===== src/core/select_vector_defines.svh =====
`ifndef SELECT_VECTOR_DEFINES_SVH
`define SELECT_VECTOR_DEFINES_SVH

// Register map (word index on the host port)
`define SEL_REG_SELECT 1'h0
`define SEL_REG_DIAG 1'h1
// Field positions of the select register
`define SEL_CODE_HI 15
`define SEL_CODE_LO 12
`define SEL_RSVD_HI 11
`define SEL_RSVD_LO 8
`define SEL_VEC_HI 7
`define SEL_VEC_LO 0
// Availability codes
`define SEL_CODE_ASYNC 4'h8
`define SEL_CODE_ASYNC_PRN 4'hA
`define SEL_CODE_ASYNC_SYNC_PAR 4'hD
`define SEL_CODE_ASYNC_SYNC_PRN 4'hE
// Reset values
`define SEL_VEC_RESET 8'h00
`define DIAG_RESET 16'h0000
// Vector spacing and count
`define SEL_VEC_STEP 8'h04
`define SEL_VEC_COUNT 8

`endif


===== src/core/select_vector_pkg.sv =====
package select_vector_pkg;
  // Derived vector slots in ascending order
  typedef enum logic [2:0] {
    VEC_SYNC_RX = 3'h0,
    VEC_SYNC_TX = 3'h1,
    VEC_PAR_A = 3'h2,
    VEC_PAR_B = 3'h3,
    VEC_ASYNC_RX = 3'h4,
    VEC_ASYNC_TX = 3'h5,
    VEC_PRINTER = 3'h6,
    VEC_UNUSED = 3'h7
  } vec_slot_t;

  // Power-up sampling sequence
  typedef enum logic [2:0] {
    ST_SYNC = 3'b001,
    ST_LOAD = 3'b010,
    ST_RUN = 3'b100
  } boot_state_t;
endpackage : select_vector_pkg


===== src/core/vector_if.sv =====
`timescale 1ns/100ps
// Carries the base vector into the generator and the eight vectors back
interface vector_if;
  logic [7:0] base;
  logic [63:0] vectors;
  modport gen (input base, output vectors);
  modport user (output base, input vectors);
endinterface : vector_if


===== src/core/shared_select_vector_register.sv =====
// How it works
// Only two shared registers exist, the select register and the diagnostic register.
// The select register holds a 4-bit code saying which sub-devices are available.
// Parallel port and printer controller are never enabled together.
// The two selection switches are sampled once after reset and then ignored.
// After reset a program write to bits 15:12 can change the availability code.
// A full word write updates both the code and the base vector.
// Any byte write loads only the vector byte, whichever byte address is used.
// Software must write the base vector since no switches supply it.
// Seven more vectors follow the base in a contiguous ascending series.
// Valid codes are 1000, 1010, 1101 and 1110 with their device sets.
// Bits 11:8 ignore writes and read as zero.
// Vectors are spaced four apart in the fixed device order.
// At reset the code follows the switches; invalid written codes are undefined.
`timescale 1ns/100ps
`include "select_vector_defines.svh"
module shared_select_vector_register
  import select_vector_pkg::*;
(
  // Clock and reset
  input wire logic clk_i,
  input wire logic reset_i,
  // Selection switches (asynchronous pins)
  input wire logic [1:0] select_switch_i,
  // Host register port
  input wire logic reg_sel_i,
  input wire logic reg_addr_i,
  input wire logic reg_wr_i,
  input wire logic reg_byte_i,
  input wire logic [15:0] reg_wdata_i,
  output logic [15:0] reg_rdata_o,
  // Sub-device availability
  output logic async_en_o,
  output logic sync_en_o,
  output logic parallel_port_function_en_o,
  output logic printer_controller_function_en_o,
  // Derived vectors, slot i in bits 8i+7:8i
  output logic [63:0] vectors_o
);

  // Switch synchroniser; the pins may move at any time relative to clk_i
  logic [1:0] sw_meta_r, sw_meta_nxt;
  logic [1:0] sw_sync_r, sw_sync_nxt;
  // Boot and register state
  boot_state_t boot_r, boot_nxt;
  logic [3:0] code_r, code_nxt;
  logic [7:0] vec_r, vec_nxt;
  // Diagnostic store: plain word read and write, no side effects here
  logic [15:0] diag_r, diag_nxt;
  // Output registers
  logic [15:0] rdata_r, rdata_nxt;
  logic async_r, async_nxt;
  logic sync_r, sync_nxt;
  logic par_r, par_nxt;
  logic prn_r, prn_nxt;
  logic [63:0] vecs_r;

  vector_if vif ();

  vector_gen u_gen (
    .vif(vif)
  );

  // Map the switch pair onto the four valid codes
  function automatic logic [3:0] switch_code(input logic [1:0] sw);
    case (sw)
      2'h0: switch_code = `SEL_CODE_ASYNC;
      2'h1: switch_code = `SEL_CODE_ASYNC_PRN;
      2'h2: switch_code = `SEL_CODE_ASYNC_SYNC_PAR;
      default: switch_code = `SEL_CODE_ASYNC_SYNC_PRN;
    endcase
  endfunction : switch_code

  // Pick the data lane of a byte write: high lane for the odd byte address
  function automatic logic [7:0] byte_lane(input logic addr, input logic [15:0] data);
    if (addr) begin
      byte_lane = data[15:8];
    end else begin
      byte_lane = data[7:0];
    end
  endfunction : byte_lane

  // Synchroniser next values; first stage feeds only the second
  always_comb begin
    sw_meta_nxt = select_switch_i;
    sw_sync_nxt = sw_meta_r;
  end

  // No reset here: the pair keeps sampling through reset, so the switch
  // value has settled by the time the boot sequence loads the code
  always_ff @(posedge clk_i) begin
    sw_meta_r <= sw_meta_nxt;
    sw_sync_r <= sw_sync_nxt;
  end

  // Register file next values; sample switches once, then host writes
  always_comb begin
    boot_nxt = boot_r;
    code_nxt = code_r;
    vec_nxt = vec_r;
    diag_nxt = diag_r;
    case (boot_r)
      ST_SYNC: begin
        // Wait for the synchroniser to fill before trusting it
        boot_nxt = ST_LOAD;
      end
      ST_LOAD: begin
        // Taken exactly once; later switch moves wait for the next reset
        code_nxt = switch_code(sw_sync_r);
        boot_nxt = ST_RUN;
      end
      ST_RUN: begin
        // Switches are no longer looked at here
        if (reg_sel_i && reg_wr_i) begin
          if (reg_byte_i) begin
            // A byte write always means the select register; the byte
            // address only picks the lane, and the code is left alone
            vec_nxt = byte_lane(reg_addr_i, reg_wdata_i);
          end else if (reg_addr_i == `SEL_REG_SELECT) begin
            code_nxt = reg_wdata_i[`SEL_CODE_HI:`SEL_CODE_LO];
            vec_nxt = reg_wdata_i[`SEL_VEC_HI:`SEL_VEC_LO];
          end else begin
            // Diagnostic store is word-only
            diag_nxt = reg_wdata_i;
          end
        end
      end
      default: begin
        boot_nxt = ST_SYNC;
      end
    endcase
  end

  // Every reset restarts the boot sequence and so samples the switches again
  always_ff @(posedge clk_i) begin
    if (reset_i) begin
      boot_r <= ST_SYNC;
      code_r <= `SEL_CODE_ASYNC;
      vec_r <= `SEL_VEC_RESET;
      diag_r <= `DIAG_RESET;
    end else begin
      boot_r <= boot_nxt;
      code_r <= code_nxt;
      vec_r <= vec_nxt;
      diag_r <= diag_nxt;
    end
  end

  // Byte-wide reads are served as a full word; the host picks its lane
  always_comb begin
    rdata_nxt = 16'h0000;
    if (reg_addr_i == `SEL_REG_SELECT) begin
      // Reserved bits are not stored at all, so they can only read as zero
      rdata_nxt = {code_r, 4'h0, vec_r};
    end else begin
      rdata_nxt = diag_r;
    end
  end

  // Decode availability; unknown codes enable only the async lines
  always_comb begin
    async_nxt = 1'b1;
    sync_nxt = 1'b0;
    par_nxt = 1'b0;
    prn_nxt = 1'b0;
    case (code_r)
      `SEL_CODE_ASYNC: begin
        async_nxt = 1'b1;
      end
      `SEL_CODE_ASYNC_PRN: begin
        prn_nxt = 1'b1;
      end
      `SEL_CODE_ASYNC_SYNC_PAR: begin
        sync_nxt = 1'b1;
        par_nxt = 1'b1;
      end
      `SEL_CODE_ASYNC_SYNC_PRN: begin
        sync_nxt = 1'b1;
        prn_nxt = 1'b1;
      end
      default: begin
        // Invalid code: keep the risky pair off rather than guess
        async_nxt = 1'b1;
      end
    endcase
    // Never both at once, even if the decode above were widened
    if (par_nxt) begin
      prn_nxt = 1'b0;
    end
  end

  // Vector base from the stored byte; software must load it
  // No carry leaves bit 7, so the derived series wraps inside the byte
  assign vif.base = vec_r;

  always_ff @(posedge clk_i) begin
    if (reset_i) begin
      rdata_r <= 16'h0000;
      async_r <= 1'b0;
      sync_r <= 1'b0;
      par_r <= 1'b0;
      prn_r <= 1'b0;
      vecs_r <= 64'h0;
    end else begin
      rdata_r <= rdata_nxt;
      async_r <= async_nxt;
      sync_r <= sync_nxt;
      par_r <= par_nxt;
      prn_r <= prn_nxt;
      vecs_r <= vif.vectors;
    end
  end

  // Ports come straight from the output flops
  assign reg_rdata_o = rdata_r;
  assign async_en_o = async_r;
  assign sync_en_o = sync_r;
  assign parallel_port_function_en_o = par_r;
  assign printer_controller_function_en_o = prn_r;
  assign vectors_o = vecs_r;

endmodule : shared_select_vector_register


===== src/core/vector_gen.sv =====
`timescale 1ns/100ps
`include "select_vector_defines.svh"
module vector_gen
  import select_vector_pkg::*;
(
  vector_if.gen vif
);

  // Base plus slot times step; wraps modulo 256 like the vector byte
  function automatic logic [7:0] slot_vec(input logic [7:0] base, input logic [2:0] slot);
    slot_vec = base + 8'({5'h00, slot} * `SEL_VEC_STEP);
  endfunction : slot_vec

  // Contiguous ascending series above the base
  always_comb begin
    for (int i = 0; i < `SEL_VEC_COUNT; i++) begin
      vif.vectors[i*8 +: 8] = slot_vec(vif.base, 3'(i));
    end
  end
endmodule : vector_gen


===== config.mk =====
export PLATFORM = sky130hd
export DESIGN_NAME = shared_select_vector_register
export DESIGN_NICKNAME = d
export VERILOG_FILES = /design/src/core/select_vector_pkg.sv /design/src/core/vector_if.sv /design/src/core/shared_select_vector_register.sv /design/src/core/vector_gen.sv
export VERILOG_INCLUDE_DIRS = /design/src /design/src/core
export SDC_FILE = /design/constraint.sdc
export NUM_CORES = 1
export LEC_CHECK = 0
export BUFFER_PORTS_ARGS = -buffer_cell sky130_fd_sc_hd__buf_2
export CAP_MARGIN = 20
export CORE_ASPECT_RATIO = 0.9
export CORE_UTILIZATION = 38
export CTS_BUF_LIST = sky130_fd_sc_hd__clkbuf_4 sky130_fd_sc_hd__clkbuf_8
export CTS_CLUSTER_DIAMETER = 50
export CTS_CLUSTER_SIZE = 25
export DETAILED_ROUTE_END_ITERATION = 8
export SLEW_MARGIN = 10
export SYNTH_ARGS = -nofsm -noshare
export SYNTH_HDL_FRONTEND = slang
export SYNTH_SLANG_ARGS = --single-unit

===== constraint.sdc =====
create_clock -name clk_i -period 1.6 [get_ports clk_i]
set_input_delay 0.24 -clock clk_i [delete_from_list [all_inputs] [get_ports clk_i]]
set_output_delay 0.24 -clock clk_i [all_outputs]
set_load 0.05 [all_outputs]

---- Word level (Yosys, flattened, before mapping) ----
Index checks and enable logic that the tools add are counted.
cells by class
  $add $sub $neg .......................... 7
  eq/ne operators ......................... 12
  multiplexer cells ....................... 14
  bitwise operators ....................... 2
  reductions and logical operators ........ 10
operators by type and width
  kind                   count
  $add A8 B5 Y8 const B  4
  $mux W8                3
  $pmux W3 S3            2
  $add A8 B4 Y8 const B  2
  $mux W16               1
  $eq A4 B4 Y1 const B   3
  $mux W4                3
  $add A8 B3 Y8 const B  1
  $pmux W4 S2            1
  $reduce_and A4 Y1      2
  $reduce_or A2 Y1       4
  $ne A2 B2 Y1 const B   3
  $mux W1                4
  $eq A3 B1 Y1 const B   1
  $eq A3 B2 Y1 const B   1
  $eq A3 B3 Y1 const B   1
  $reduce_and A3 Y1      1
  $eq A2 B1 Y1 const B   1
  $eq A2 B2 Y1 const B   1
  $logic_not A2 Y1       1
  $ne A2 B1 Y1 const B   1
  $not A1 Y1             2
  $reduce_bool A2 Y1     1
  $logic_and A1 B1 Y1    1
word-level totals
  bits in registers ....................... 119
  bits of input ports ..................... 24
  logic and storage cells ................. 58

---- Logic depth before layout (Yosys ltp) ----
Gate-level depths: netlist of the first run.
  depth after elaboration ................. 4
  mapped depth ............................ 6
  gate-level depth less buffers ........... 5

---- Cells and area by module ----
From an unflattened synthesis of the first run, not the netlist that was laid out.
unflattened totals
  cells, all modules ...................... 436
  area, all modules ....................... 4509.3 µm²
by module, submodules not included
  module                         instances  cells an instance  area each (µm²)
  shared_select_vector_register  1          342                3806.2
  vector_gen                     1          94                 703.2

---- Least setup slack after synthesis of the first run ----
No wires, ideal clock.
  path kind ............................... reg-to-reg
  from .................................... reg vec_r[4]
  to ...................................... reg vecs_r[63], in the netlist vectors_o[63]
  arrival time ............................ 1.622 ns
  setup slack ............................. -0.092 ns
  cell stages (with the launch flop) ...... 7
  path buffers ............................ 1
  period minus slack after synthesis ...... 1.692 ns
  cells stage by stage .................... dfxtp_1 > clkbuf_1 > inv_1 > ha_1 > a21boi_0 > or3_1 > a21oi_1
between the ends
  longest elaborated chain between the ends .. 1
ends and longest elaborated chain
  item                      line                                  source
  start: declaration        shared_select_vector_register.sv:47   logic [7:0] vec_r, vec_nxt;
  start signal: assignment  shared_select_vector_register.sv:139  vec_r <= `SEL_VEC_RESET;
  start signal: assignment  shared_select_vector_register.sv:144  vec_r <= vec_nxt;
  $add A8 B5 Y8             vector_gen.sv:11                      slot_vec = base + 8'({5'h00, slot} * `SEL_VEC_STEP);
  end signal: assignment    shared_select_vector_register.sv:210  vecs_r <= vif.vectors;
  end: declaration          shared_select_vector_register.sv:56   logic [63:0] vecs_r;
No other way between the ends.
A chain may end at the register's enable or synchronous reset.

---- Worst setup path in the final report of the first run ----
  from .................................... reg boot_r[1]
  to ...................................... reg vec_r[0]
between the ends
  longest elaborated chain between the ends .. 2
ends and longest elaborated chain
  item                                line                                  source
  start: declaration                  shared_select_vector_register.sv:45   boot_state_t boot_r, boot_nxt;
  start signal: assignment            shared_select_vector_register.sv:142  boot_r <= boot_nxt;
  $eq A3 B3 Y1                        shared_select_vector_register.sv:102  case (boot_r)
  $reduce_and A3 Y1 (no source line)  --
No other way between the ends.

==> impl_metrics.tcl, run 1 <==
set metrics [dict create \
    crit_end "vec_r[0]$_SDFFE_PP0P_" \
    path_cells "and4bb_4, buf_4, a31oi_1, a311oi_1" \
    netlist_instances 385 \
    drc_errors 0 \
    finalWeightedCongestion 0.7740 \
    syn_to_final_growth_pct 19.44 \
    ir_drop_v 0.0004710 \
    antenna_cells 0 \
    ant_nets 0 \
    avgSynthCellArea_um2 9.597 \
    p_sw_w 0.001112 \
    cpPeakStageDelay_ps 440 \
    rsz0062_at_grt "no" \
    cts_max_level 3 \
    vias 2848 \
    ys_seq_elements 95 \
    post-route-period-util_pct 93.66 \
    synthFlopType "dfxtp_1" \
    p_seq_share_pct 55.4 \
    pin_count 108 \
    rr_endpoint "vec_r[0]$_SDFFE_PP0P_" \
    hpwl_um 5566 \
    die_h_um 95.55 \
    crit_buf_inv 1 \
    crit_arrival_ps 1760 \
    syn_area_um2 3695 \
    cts_buffer_depth 2 \
    fin_tns_setup_ps 0 \
    die_w_um 105.9 \
    crit_type "flop to flop" \
    grt_antenna_before_repair 0 \
    pwr-share-clk_pct 35.5 \
    required_ps 1860 \
    maxCapViolations 0 \
    path_depth 4 \
    die-area_um2 10120 \
    max_slew.worst_pin.slew_ps 547.7 \
    worstSetupEndpointType "flop" \
    setup_viol 0 \
    cts_setup_buffers 0 \
    worstSetupStartpointType "flop" \
    ys_seq_area_share_pct 51.47 \
    ys_top_cells_by_area "dfxtp_1 (51%), buf_4 (5.5%), mux2i_1 (4.1%)" \
    drt_iter0_markers 125 \
    wl_per_cell_um 13.20 \
    numCtsBuffers 9 \
    p_leak_nw 1.976 \
    max_freq_mhz 667.3 \
    drtPass1Iterations 4 \
    switching_share_pct 25.00 \
    p_int_w 0.003336 \
    fin_total_pwr_w 0.004448 \
    yosysUniqueCellTypes 39 \
    nets 499 \
    clk_pin_slew_ps 90 \
    port_buffers 107 \
    critPathTopFamily "simple AND/OR/NAND/NOR gates" \
    async_flop_share_pct 0 \
    crit_start "boot_r[1]$_SDFFE_PP0P_" \
    syn_nets 418 \
    synth_top_area_cell "dfxtp_1" \
    core_area_um2 9290 \
    status "finished clean" \
    synth_edf_count 0 \
    hold_path_class "input pin to flop" \
    r2r_setup_slack_ps 100 \
    viasPerCell 4.803 \
    cpMaxStageDelayCell "and4bb_4" \
    yosysMostFrequentCell "dfxtp_1" \
    combPwrFrac_pct 9.1 \
    cts_tree "built" \
    synth_common_cells "dfxtp_1 (95), nor2_1 (40), buf_4 (27), nand3_1 (27), a21oi_1 (25)" \
    rows 33 \
    finalHoldViolCount 0 \
    n_fill_cell 903 \
    max_slew_margin_pct 63.37 \
    final.setup_skew_ps 7.871 \
    grt_pass1_wl_um 12470 \
    grtUsageTotal_pct 16.24 \
    grt_max_degree 46 \
    clock-sinks 95 \
    grt_overflow_total 0 \
    slew_viol_final 0 \
    clk_latency_ps 360 \
    wl_um 7828 \
    r2r_cells 4 \
    yosys_warnings 0 \
    cts_root_buf "clkbuf_8" \
    r2r_start "boot_r[1]$_SDFFE_PP0P_" \
    post-route-min-period_ps 1499 \
    grt_pass1_vias 2544 \
    p_per_area_nw_per_um2 1008 \
    yosysTopAreaCellShare_pct 51.47 \
    drive_above_1_share_pct 29.94 \
    start_util_pct 39.77 \
    crit_path_max_fanout 10 \
]
[cells in the final DEF (no fill, tap or decap), types with 8 or more instances in the layout]
master and count:
mux2i_1 15, buf_4 14, xor2_1 12, dfxtp_1 94, buf_2 107, nand3_1 27, clkbuf_8 10, a311oi_1 10
a21oi_1 25, o21ai_0 21, nor2b_1 11, nor2_1 40, ha_1 9, a31oi_1 8, nand2_1 13
[flip-flops by register name (all words and copies together) (netlist names)]
signal                            count
boot_r                                3
reg_rdata_o                          16
printer_controller_function_en_o      1
code_r                                4
vec_r                                 8
async_en_o                            1
sync_en_o                             1
diag_r                               16
sw_meta_r                             2
parallel_port_function_en_o           1
sw_sync_r                             2
vectors_o                            40
[kinds of logic (layout without fill, tap and decap cells)]
kind of cell    after synthesis  in the layout  synth area share, %
fa+ha+maj                     9              9                3.048
compound gates               73             73                11.92
mux                          15             15                4.064
flops                        95             95                51.47
xor+xnor                     18             18                4.267
buf+inv                      58            144                9.211
simple gates                117            117                16.02
[worst reg2reg max path: stages (launching register included)]
cell and delay (ps):
dfxtp_1 360, and4bb_4 440, buf_4 200, a31oi_1 100
a311oi_1 300
[per-layer routing]
metal,track usage [%],routed length (um),vias to the layer above
met2,26.09,3581,96
met5,0,0,-
met3,4.716,466,7
li1,-,-,1448
met4,5.903,87,0
met1,20.81,3693,1297
[area by class of cell]
| class | count | area, um^2 | area share (%) |
|---|---|---|---|
| Sequential cell | 95 | 1903 | 43.12 |
| Multi-Input combinational cell | 232 | 1459 | 33.06 |
| Tap cell | 122 | 152.6 | 3.459 |
| Clock inverter | 5 | 57.56 | 1.304 |
| Timing Repair Buffer | 124 | 680.7 | 15.42 |
| Inverter | 4 | 15.01 | 0.3402 |
| Clock buffer | 11 | 145.1 | 3.289 |
[power by group through the flow]
| stage | registers (W) | logic [W] | clock network, W |
|---|---|---|---|
| after detailed placement | 0.00252 | 0.000401 | 0 |
| after CTS | 0.00246 | 0.000406 | 0.00164 |
| after global routing | 0.00247 | 0.000436 | 0.00174 |
| after global placement | 0.00251 | 0.000400 | 0 |
| final | 0.00246 | 0.000406 | 0.00158 |
| after floorplan | 0.00258 | 0.000224 | 0 |
[worst min path at each step]
stage                              start  cells after the start  slack, ps                      to
floorplan             select_switch_i[0]                      0        270    sw_meta_r[0]$_DFF_P_
global placement    sw_meta_r[0]$_DFF_P_                      0        320    sw_sync_r[0]$_DFF_P_
detailed placement  sw_meta_r[0]$_DFF_P_                      0        320    sw_sync_r[0]$_DFF_P_
CTS                       reg_wdata_i[0]                      3        130  diag_r[0]$_SDFFE_PP0P_
global route              reg_wdata_i[0]                      3        140  diag_r[0]$_SDFFE_PP0P_
finish                    reg_wdata_i[4]                      3        150  diag_r[4]$_SDFFE_PP0P_
[metrics by stage]
stage / hold WS, ps / area (um^2) / setup WS (ps) / instances / utilization [%]
finish: 147.3 / 4413 / 101.4 / 593 / 47.50
CTS: 131.2 / 4405 / 96.05 / 593 / 47.42
global route: 136.0 / 4413 / 15.88 / 593 / 47.50
floorplan: 267.7 / 3696 / 33.32 / 385 / -
global placement: 315.9 / 4183 / 126.6 / 575 / 45.02
detailed placement: 318.9 / 4183 / 96.87 / 575 / 45.02
[timing repair]
item                       CTS  global route
hold endpoints to repair     2             0
hold buffers                 2             0
resized for setup            0             3
setup endpoints to repair    0             2
Note: power is estimated with default switching activity, not from simulation.
==> inputs of run 2 (changes only) <==
ABC_AREA = 1   (was default)
==> impl_metrics.tcl, run 2 <==
set metrics [dict create \
    drtPass1Iterations 5 \
    synth_common_cells "nor2_1 (97), dfxtp_1 (95), nand2_1 (40)" \
    numCtsBuffers 9 \
    post-route-min-period_ps 1434 \
    p_leak_nw 2.080 \
    syn_nets 461 \
    worstSetupEndpointType "flop" \
    fin_tns_setup_ps 0 \
    crit_path_max_fanout 8 \
    dp_slack_ps 182.2 \
    yosys_warnings 0 \
    place_area_um2 4066 \
    grt_antenna_before_repair 0 \
    cts_max_level 3 \
    start_util_pct 39.09 \
    grt_busiest_layer "met2" \
    synth_top_area_cell "dfxtp_1" \
    max_freq_mhz 697.6 \
    pin_count 108 \
    die_h_um 93.92 \
    required_ps 1860 \
    setup_ws_ps 166.5 \
    netlist_instances 428 \
    ant_nets 0 \
    port_buffers 107 \
    cts_buffer_depth 2 \
    setup_viol 0 \
    largest_register_ff_count 40 \
    met1_usage_pct 21.71 \
    synth_edf_count 0 \
    syn_to_final_growth_pct 20.69 \
    ys_top_cells_by_area "dfxtp_1 (53%), nor2_1 (10%), buf_4 (5.7%)" \
    clock-sinks 95 \
    avgSynthCellArea_um2 8.335 \
    grtUsageTotal_pct 16.61 \
    post-route-period-util_pct 89.59 \
    clk_latency_ps 360 \
    clk_pin_slew_ps 90 \
    met2_usage_pct 26.39 \
    synthFlopType "dfxtp_1" \
    mostFrequentLayoutCells "buf_2 (107), nor2_1 (97), dfxtp_1 (95)" \
    final_common_cell "buf_2" \
    yosysTopAreaCellShare_pct 53.31 \
    grt_use_met3_pct 3.467 \
    wl_per_cell_um 12.01 \
    rsz0062_at_grt "no" \
    ir_drop_v 0.0004391 \
    viasPerCell 4.492 \
    nets 551 \
    hold_path_class "input pin to flop" \
    ys_seq_elements 95 \
    die-area_um2 9779 \
    n_fill_cell 932 \
    final.setup_skew_ps 9.325 \
    cts_root_buf "clkbuf_8" \
    ys_seq_area_share_pct 53.31 \
    maxCapViolations 0 \
    grt_overflow_total 0 \
    yosysUniqueCellTypes 32 \
    finalHoldViolCount 0 \
    crit_arrival_ps 1690 \
    die_w_um 104.1 \
    hpwl_um 5773 \
    cts_tree "built" \
    post-route-cell-area_um2 4305 \
    r2r_setup_slack_ps 170 \
    antenna_cells 0 \
    status "finished clean" \
    max_slew.worst_pin.slew_ps 381.0 \
    grt_pass1_wl_um 12680 \
    drt_iter0_markers 123 \
    final_util_pct 47.18 \
    finalWeightedCongestion 0.8361 \
    syn_area_um2 3567 \
    drive_above_1_share_pct 27.78 \
    drc_errors 0 \
    max_slew_margin_pct 74.54 \
    p_per_area_nw_per_um2 1073 \
    grt_max_degree 20 \
    async_flop_share_pct 0 \
    core_area_um2 9125 \
    slew_viol_final 0 \
    dp_cells 627 \
    worstSetupStartpointType "flop" \
    yosysMostFrequentCell "nor2_1" \
    wl_um 7735 \
    grt_pass1_vias 2641 \
    fin_cells 644 \
    vias 2893 \
    rows 33 \
    crit_type "flop to flop" \
]
==> run 2: cell count changes after synthesis, sizes merged, moves of 5 or more <==
cell,previous run,this run
nor2,40,100
nand3,27,17
nand2,13,41
or3,5,0
and2,6,0
a311oi,11,0
xor2,12,2
buf,42,37
o21ai,21,38
a31oi,8,1
clkbuf,12,4
mux2i,15,0
nor2b,11,0
inv,4,41
==> run 2: power by group <==
group	leakage [nW]	total, W	internal [W]	switching [W]
Sequential	0.773	0.00247	0.00243	0.0000370
Combinational	1.20	0.000446	0.000120	0.000325
Clock	0.103	0.00171	0.000884	0.000824
Total	2.08	0.00462	0.00343	0.00119
==> run 2: final timing paths <==
path,startpoint,end,depth (start not counted)
worst min-delay path,reg_wdata_i[13],diag_r[13]$_SDFFE_PP0P_,3
worst max register to register,vec_r[4]$_SDFFE_PP0P_,vectors_o[30]$_SDFF_PP0_,8
worst min register to register,sw_meta_r[1]$_DFF_P_,sw_sync_r[1]$_DFF_P_,0
worst max-delay path,vec_r[4]$_SDFFE_PP0P_,vectors_o[30]$_SDFF_PP0_,8
==> run 2: area by class of cell <==
class                   count  area [um^2]  area share [%]
clock buffers               9        123.9           2.877
clock inverters             6        95.09           2.209
inverters                  41        158.9           3.691
multi-input cells         251         1235           28.68
flip-flops and latches     95         1902           44.17
well taps                 122        152.6           3.545
repair buffers            120        638.1           14.82
==> run 2: metrics by stage <==
stage / power (W) / hold slack, ps
floorplan: 0.002852 / 267.7
global placement: 0.002960 / 310.8
detailed placement: 0.002965 / 313.8
CTS: 0.004671 / 131.4
global route: 0.004824 / 137.2
finish: 0.004621 / 143.0
==> run 2: cells by family after synthesis <==
logic type,count (synthesis),synth area share [%]
flops,95,53.31
xor+xnor,4,0.9823
compound gates,71,10.52
fa+ha+maj,9,3.157
simple gates,167,19.96
buf+inv,82,12.07
==> run 2: routing by layer <==
layer,wire [um],share of wire [%],vias up
met5,0,0,-
met4,147,1.9,0
met3,328,4.2,15
met2,3464,45,88
met1,3794,49,1283
li1,-,-,1507
==> run 2: critical path, stage by stage (launching register included) <==
cell	delay [ps]
dfxtp_1	340
buf_4	180
ha_1	210
nor2_1	170
inv_1	80
nand2_1	130
inv_1	50
o21ai_0	140
inv_1	50
==> run 2: what timing repair did <==
item                                    4_1_cts  5_1_grt
setup buffers                                 0        0
hold buffers                                  2        0
gates resized for setup                       0        1
endpoints found under the setup margin        0        1
endpoints found under the hold margin         2        0
